--- config.mk ---
export PLATFORM = sky130hd
export DESIGN_NAME = pgt_pause_gate
export DESIGN_NICKNAME = d
export VERILOG_FILES = /design/src/pgt_pause_gate.v
export VERILOG_INCLUDE_DIRS = /design/src /design/src/src
export SDC_FILE = /design/constraint.sdc
export NUM_CORES = 1
export LEC_CHECK = 0
export ABC_AREA = 1
export BUFFER_PORTS_ARGS = -buffer_cell sky130_fd_sc_hd__buf_2
export CAP_MARGIN = 30
export CORE_MARGIN = 2
export CORE_UTILIZATION = 30
export CTS_CLUSTER_SIZE = 25
export DETAILED_ROUTE_END_ITERATION = 7
export GPL_TIMING_DRIVEN = 0
export SYNTH_ARGS = -nofsm -noshare
export SYNTH_HDL_FRONTEND = slang
export SYNTH_SLANG_ARGS = --single-unit
--- constraint.sdc ---
create_clock -name mclk -period 3.47 [get_ports mclk]
set_input_delay 0 -clock mclk [delete_from_list [all_inputs] [get_ports mclk]]
set_output_delay 0 -clock mclk [all_outputs]
set_load 0.02 [all_outputs]
--- src/pgt_map.vh ---
// constants for the pause gate timing block
`ifndef PGT_MAP_VH
`define PGT_MAP_VH
`define PGT_CH_W        5
`define PGT_NUM_CH_3    5'h10
`define PGT_NUM_CH_5    5'h14
`define PGT_CONV_W      3
`define PGT_CONV_FIRST  3'h0
`define PGT_CONV_SECOND 3'h1
`define PGT_CONV_THIRD  3'h2
`define PGT_NUM_CONV5   3'h5
`define PGT_CNT_W       32
`define PGT_CNT_RST     32'h00000000
`define PGT_PER_W       16
`define PGT_PER_RST     16'h0001
`endif

--- src/pgt_pause_gate.v ---
// pause gating for sample timing, pulse train and edge counter
`timescale 1ns/10ps
`default_nettype none
`include "pgt_map.vh"

module pgt_pause_gate #(
  parameter CH_W   = `PGT_CH_W,
  parameter CNT_W  = `PGT_CNT_W,
  parameter PER_W  = `PGT_PER_W
) (
  input  wire             mclk,          // 125 MHz clock
  input  wire             rst,           // sync reset, active high
  input  wire             clk_en,        // freezes all state when low
  input  wire             pause_in,      // pause pin, async
  input  wire             samp_clk_in,   // external sample clock pin, async
  input  wire             use_ext_clk,   // 1: external sample clock source
  input  wire             int_tick,      // internal timebase sample tick
  input  wire             five_conv,     // 1: five-converter mode
  input  wire [CH_W-1:0]  scan_last,     // last channel index of scan
  input  wire             cjc_chan,      // current scan entry is junction ch
  input  wire             ctr_src_in,    // edge counter source pin, async
  input  wire             pulse_en,      // pulse train enable
  input  wire [PER_W-1:0] high_ticks,    // pulse high length
  input  wire [PER_W-1:0] low_ticks,     // pulse low length
  output reg              paused_q,      // sample timing is paused
  output reg              conv_strobe_q, // one-cycle conversion start
  output reg  [CH_W-1:0]  chan_q,        // channel of conversion
  output reg  [2:0]       conv_sel_q,    // converter serving chan_q
  output reg  [CNT_W-1:0] samp_cnt_q,    // completed scans
  output reg              pulse_out_q,   // pulse train output
  output reg  [CNT_W-1:0] edge_cnt_q     // counted source edges
);

  // ----------------------------------------------------------------
  // converter select
  // ----------------------------------------------------------------
  function [2:0] conv_of;
    input [CH_W-1:0] ch;
    input            five;
    input            cjc;
    reg   [CH_W-1:0] rem;
    begin
      rem = ch % `PGT_NUM_CONV5;
      if (five)
        conv_of = rem[2:0];
      else if (cjc)
        conv_of = `PGT_CONV_THIRD;
      else if (ch[0])
        conv_of = `PGT_CONV_SECOND;
      else
        conv_of = `PGT_CONV_FIRST;
    end
  endfunction

  // ----------------------------------------------------------------
  // input synchronisers
  // ----------------------------------------------------------------
  // only the second flop of each chain is read; the edge detectors
  // reset low, the idle level of every pin, so no false edge follows
  localparam N_SYNC = 3;

  wire [N_SYNC-1:0] pin_w = {ctr_src_in, samp_clk_in, pause_in};
  wire [N_SYNC-1:0] pin_s;
  wire [N_SYNC-1:0] pin_d1;

  genvar gi;
  generate
    for (gi = 0; gi < N_SYNC; gi = gi + 1)
    begin : g_sync
      reg [1:0] sync_q;
      reg       last_q;

      always @(posedge mclk)
      begin
        if (rst)
        begin
          sync_q <= 2'h0;
          last_q <= 1'b0;
        end
        else if (clk_en)
        begin
          sync_q <= {sync_q[0], pin_w[gi]};
          last_q <= sync_q[1];
        end
      end

      assign pin_s[gi]  = sync_q[1];
      assign pin_d1[gi] = last_q;
    end
  endgenerate

  wire pause_w   = pin_s[0];
  wire ext_edge  = pin_s[1] & ~pin_d1[1];
  wire src_edge  = pin_s[2] & ~pin_d1[2];
  wire samp_tick = use_ext_clk ? ext_edge : int_tick;

  // ----------------------------------------------------------------
  // sample timing state machine
  // ----------------------------------------------------------------
  localparam ST_IDLE  = 2'h0;
  localparam ST_SCAN  = 2'h1;
  localparam ST_PAUSE = 2'h2;
  localparam ST_ARM   = 2'h3;

  reg [1:0]      st_q;
  reg [1:0]      st_d;
  reg [CH_W-1:0] ch_q;
  reg            scan_go;
  reg            five_q;

  // mode is taken as a scan starts, so one scan never mixes two maps
  always @(posedge mclk)
  begin
    if (rst)
      five_q <= 1'b0;
    else if (clk_en && (st_q != ST_SCAN))
      five_q <= five_conv;
  end

  // ----------------------------------------------------------------
  // scan length
  // ----------------------------------------------------------------
  // a last index past the mode's channel count is cut back, so a bad
  // setting cannot run the scan onto channels that do not exist
  function [CH_W-1:0] last_of;
    input [CH_W-1:0] want;
    input            five;
    reg   [CH_W-1:0] lim;
    begin
      if (five)
        lim = `PGT_NUM_CH_5 - 5'h01;
      else
        lim = `PGT_NUM_CH_3 - 5'h01;
      if (want > lim)
        last_of = lim;
      else
        last_of = want;
    end
  endfunction

  wire [CH_W-1:0] last_ch  = last_of(scan_last, five_q);
  wire            scan_end = (ch_q == last_ch);

  // idle waits for a tick; pause is only honoured between scans,
  // and the release path depends on the sample clock source

  always @*
  begin
    st_d    = st_q;
    scan_go = 1'b0;
    case (st_q)
      ST_IDLE:
      begin
        if (pause_w)
          st_d = ST_PAUSE;
        else if (samp_tick)
          st_d = ST_SCAN;
      end
      ST_SCAN:
      begin
        // scan runs to its end even if pause arrived mid-way
        scan_go = 1'b1;
        if (scan_end)
          st_d = pause_w ? ST_PAUSE : ST_IDLE;
      end
      ST_PAUSE:
      begin
        if (!pause_w)
          st_d = use_ext_clk ? ST_ARM : ST_IDLE;
      end
      ST_ARM:
      begin
        // external source waits for a fresh edge after release; a
        // switch back to the internal timebase resumes at once
        if (pause_w)
          st_d = ST_PAUSE;
        else if (!use_ext_clk)
          st_d = ST_IDLE;
        else if (ext_edge)
          st_d = ST_SCAN;
      end
      default:
        st_d = ST_IDLE;
    endcase
  end

  always @(posedge mclk)
  begin
    if (rst)
    begin
      st_q          <= ST_IDLE;
      paused_q      <= 1'b0;
      conv_strobe_q <= 1'b0;
    end
    else if (clk_en)
    begin
      st_q          <= st_d;
      paused_q      <= (st_d == ST_PAUSE) | (st_d == ST_ARM);
      conv_strobe_q <= scan_go;
    end
  end

  // ----------------------------------------------------------------
  // scan position and completed-scan count
  // ----------------------------------------------------------------
  // position moves only with a strobe, so a pause leaves it parked
  always @(posedge mclk)
  begin
    if (rst)
    begin
      ch_q       <= {CH_W{1'b0}};
      chan_q     <= {CH_W{1'b0}};
      conv_sel_q <= `PGT_CONV_FIRST;
      samp_cnt_q <= `PGT_CNT_RST;
    end
    else if (clk_en && scan_go)
    begin
      chan_q     <= ch_q;
      conv_sel_q <= conv_of(ch_q, five_q, cjc_chan);
      ch_q       <= scan_end ? {CH_W{1'b0}} : ch_q + 1'b1;
      if (scan_end)
        samp_cnt_q <= samp_cnt_q + 1'b1;
    end
  end

  // ----------------------------------------------------------------
  // pulse train
  // ----------------------------------------------------------------
  reg [PER_W-1:0] ph_cnt_q;
  reg [PER_W-1:0] ph_cnt_d;
  reg             pulse_d;

  wire [PER_W-1:0] ph_len  = pulse_out_q ? high_ticks : low_ticks;
  wire             ph_done = (ph_cnt_q >= ph_len);

  // frozen mid-phase keeps level and count, so that phase is stretched
  // by exactly the pause; a disabled train parks low and restarts clean
  always @*
  begin
    ph_cnt_d = ph_cnt_q;
    pulse_d  = pulse_out_q;
    if (!pulse_en)
    begin
      ph_cnt_d = `PGT_PER_RST;
      pulse_d  = 1'b0;
    end
    else if (!pause_w)
    begin
      if (ph_done)
      begin
        ph_cnt_d = `PGT_PER_RST;
        pulse_d  = ~pulse_out_q;
      end
      else
        ph_cnt_d = ph_cnt_q + 1'b1;
    end
  end

  always @(posedge mclk)
  begin
    if (rst)
    begin
      ph_cnt_q    <= `PGT_PER_RST;
      pulse_out_q <= 1'b0;
    end
    else if (clk_en)
    begin
      ph_cnt_q    <= ph_cnt_d;
      pulse_out_q <= pulse_d;
    end
  end

  // ----------------------------------------------------------------
  // edge counter
  // ----------------------------------------------------------------
  always @(posedge mclk)
  begin
    if (rst)
      edge_cnt_q <= `PGT_CNT_RST;
    else if (clk_en)
    begin
      // an edge that lands while paused is dropped, not deferred
      if (src_edge && !pause_w)
        edge_cnt_q <= edge_cnt_q + 1'b1;
    end
  end

endmodule // pgt_pause_gate

`default_nettype wire

==> summary.txt <==
Drt
  – DR top layer: met5
  – Antenna-violating nets left: 0
  – Via count of the routed design: 6243
  – Post-route DRC: 0
  – Vias per cell: 4.71
  – Wire per inst: 13.2 µm
  – WL final: 17500 µm
  – Met1 wire length: 8750 µm
  – DRC violation total after the first TritonRoute iteration: 271
  – DR WL met2: 7640 µm
  – DRT Pass-1 Iters: 6
  – Routed wl met3: 816 µm

Setup path
  – Critical path's slowest cell: clkbuf_2
  – R2R setup slack: 0.53 ns
  – Most used cell, CP: clkbuf_2
  – Crit Path Category: flip-flop to flip-flop
  – Critical Path RT: 3.76 ns
  – Max incr delay on CP: 0.37 ns
  – CP Capture Type: flip-flop
  – CP cell instances: clkbuf_2 > clkbuf_2 > mux2i_1 > ha_1 > inv_1 > nor2_1 > o21bai_1 > a21boi_0 > o21ai_0 > nand4_1 > nand2_1 > nand2_1 > clkbuf_2 > nor2_1
  – CP max FO: 10
  – Crit path DAT: 3.23 ns
  – Crit path launch type: flip-flop

STA
  – RSZ-0062 raised after global routing: no
  – Hold Fails Final Rpt: 0
  – Final setup viols: 0
  – Period utilization: 84.8%
  – Worst-Margin Slew: 0.679 ns
  – Slew HR: 54.8%
  – Fin Setup TNS: 0 ns
  – Setup Skew: 0.0106 ns
  – Max-slew violations: 0
  – Hold WS: 0.0193 ns
  – Fin worst setup slack: 0.528 ns
  – Fmax: 340 MHz
  – Fin crit period: 2.94 ns

Yosys
  – Count leader, synth: nand2_1
  – XOR/XNOR share of the synthesized area: 7.13%
  – Compound-Gate Fraction of Synth Area: 10.1%
  – FF+latch count, synth: 107
  – Post-synthesis simple-gate area fraction: 33.7%
  – Post-synthesis sequential area ratio: 34.2%
  – Commonest cells in the netlist: nand2_1, dfxtp_1, nor2_1, inv_1, a21oi_1
  – Syn Inst Count: 912
  – FFs w/ async S/R, synth: 0%
  – Mux share of post-synthesis cell area: 2.40%
  – Main combinational cell family by area after synthesis: simple AND/OR/NAND/NOR gates
  – Post-synth EDFFs: 0
  – Syn Nets: 987
  – Distinct cell type count after synthesis: 38
  – Synth warnings: 0
  – Synth Area per Inst: 6.87 µm²
  – Mapped cell area: 0.00626 mm²
  – Top_reg_cell synth: dfxtp_1
  – Post-Synth Adder-Cell Area: 5.40%
  – Synth area leaders: dfxtp_1, nand2_1, nor2_1, xor2_1, a21oi_1
  – Area leader, netlist: dfxtp_1
  – Yosys top cell area share: 34.2%

Final layout
  – # fillers: 2193
  – Final net count: 1125
  – Cell area after layout: 0.00759 mm²
  – Layout cells sized above 1: 16.2%
  – Area grow syn2layout: 21.2%

CTS
  – Root Buffer: clkbuf_16
  – Post-CTS Setup Bufs: 0
  – Insertion delay to the later sink of the worst-skew pair: 0.36 ns
  – Inserted Clock Buffers: 9
  – CTS HTree Levels: 3
  – CTS tree: built
  – Worst-path clk slew: 0.07 ns
  – Clk sinks: 107
  – Clock buffer depth: 2

Die
  – I/O pin count: 123
  – Row Count: 52
  – CORE AREA: 0.0204 mm²
  – Initial Utilization: 30.7%
  – Die ar.: 0.0220 mm²
  – Die Y: 148 µm
  – Die width: 148 µm

Power and ir drop
  – PwrDens: 344 mW/mm²
  – Pleak: 3.20 nW
  – Max VDD drop: 225 µV

Global routing
  – GRT Util Overall: 16.1%
  – Largest net degree at the start of global routing: 19
  – Grt ovf: 0
  – Vias in the first global route: 5751
  – First-pass GRT wire length: 28600 µm
  – Initial antenna violation count: 2

Placed design
  – Dpl hpwl: 13700 µm
  – RD Place Congestion: 0.901
  – Port bufs: 121
  – DP Worst Slack: -0.197 ns
  – Dpl cell area: 0.00720 mm²

Min path
  – Worst hold path type: input pin to flip-flop

Job
  – Max-cap viol count: 0

Outcome
  – Outcome: completed
[per-layer routing]
layer | track usage [%] | vias up
li1 | - | 3290
met1 | 22.3 | 2793
met4 | 5.14 | 2
met2 | 25.8 | 135
met3 | 2.73 | 23
met5 | 0 | -
[worst max-delay path, delay by kind of cell (launching register included)]
family	cells	cell delay, ns
buf+inv	4	0.95
simple gates	5	0.64
flops	1	0.33
mux	1	0.33
compound gates	3	0.32
fa+ha+maj	1	0.30
[sequential cells by signal, indices dropped and copies added (netlist names)]
name,cells
edge_cnt_q,32
samp_cnt_q,32
ph_cnt_q,16
g_sync.sync_q,6
ch_q,5
chan_q,5
conv_sel_q,3
g_sync.last_q,2
st_q,2
conv_strobe_q,1
five_q,1
paused_q,1
pulse_out_q,1
[path summary, 6_finish.rpt]
path                            cells after the start        start      endpoint
worst max register to register                     14  pulse_out_q  ph_cnt_q[14]
worst min register to register                      2    chan_q[1]     chan_q[1]
worst min-delay path                                3  use_ext_clk       st_q[0]
worst max-delay path                               14  pulse_out_q  ph_cnt_q[14]
[where the power goes]
part	leakage [nW]	switching [mW]	internal, mW
Sequential	0.866	0.0194	1.25
Clock	0.153	0.506	0.608
Combinational	2.18	0.145	0.0869
Total	3.20	0.670	1.94
[cells by family after synthesis]
group | after synthesis
simple gates | 481
flops | 107
buf+inv | 110
fa+ha+maj | 27
xor+xnor | 51
compound gates | 121
mux | 15
[repair_timing]
action,CTS,global route
setup endpoints to repair,10,10
gates resized for setup,1,4
hold buffers,6,0
endpoints found under the hold margin,7,0
[cell usage in the layout (no fill, tap or decap), drive strengths merged, types with 14 or more instances in the layout]
cell type / netlist / routed
a21oi: 74 / 74
buf: 7 / 128
clkbuf: 17 / 28
dfxtp: 107 / 107
ha: 27 / 27
inv: 85 / 88
mux2i: 15 / 15
nand2: 236 / 236
nand3: 51 / 51
nand4: 23 / 23
nor2: 108 / 108
nor3: 41 / 41
nor4: 14 / 14
o21ai: 38 / 38
xor2: 41 / 41
[per-stage QoR]
stage          util, %  total power, mW  instances
6_report          37.3             2.61       1326
4_1_cts           37.2             2.65       1325
5_1_grt           37.2             2.74       1325
3_5_place_dp      35.4             1.52       1303
3_3_place_gp      35.4             1.52       1303
2_1_floorplan        -             1.44        912
[layout make-up]
class                   instances  area (µm²)  share of cell area (%)
multi-input cells             695        3680                    48.5
flip-flops and latches        107        2140                    28.2
repair buffers                127         666                    8.77
well taps                     270         338                    4.45
inverters                      86         323                    4.25
clock buffers                  11         253                    3.33
plain buffers                  24         123                    1.62
clock inverters                 5        63.8                   0.841
diodes                          1        2.50                  0.0330
No activity file was read; power rests on OpenSTA's default activity.
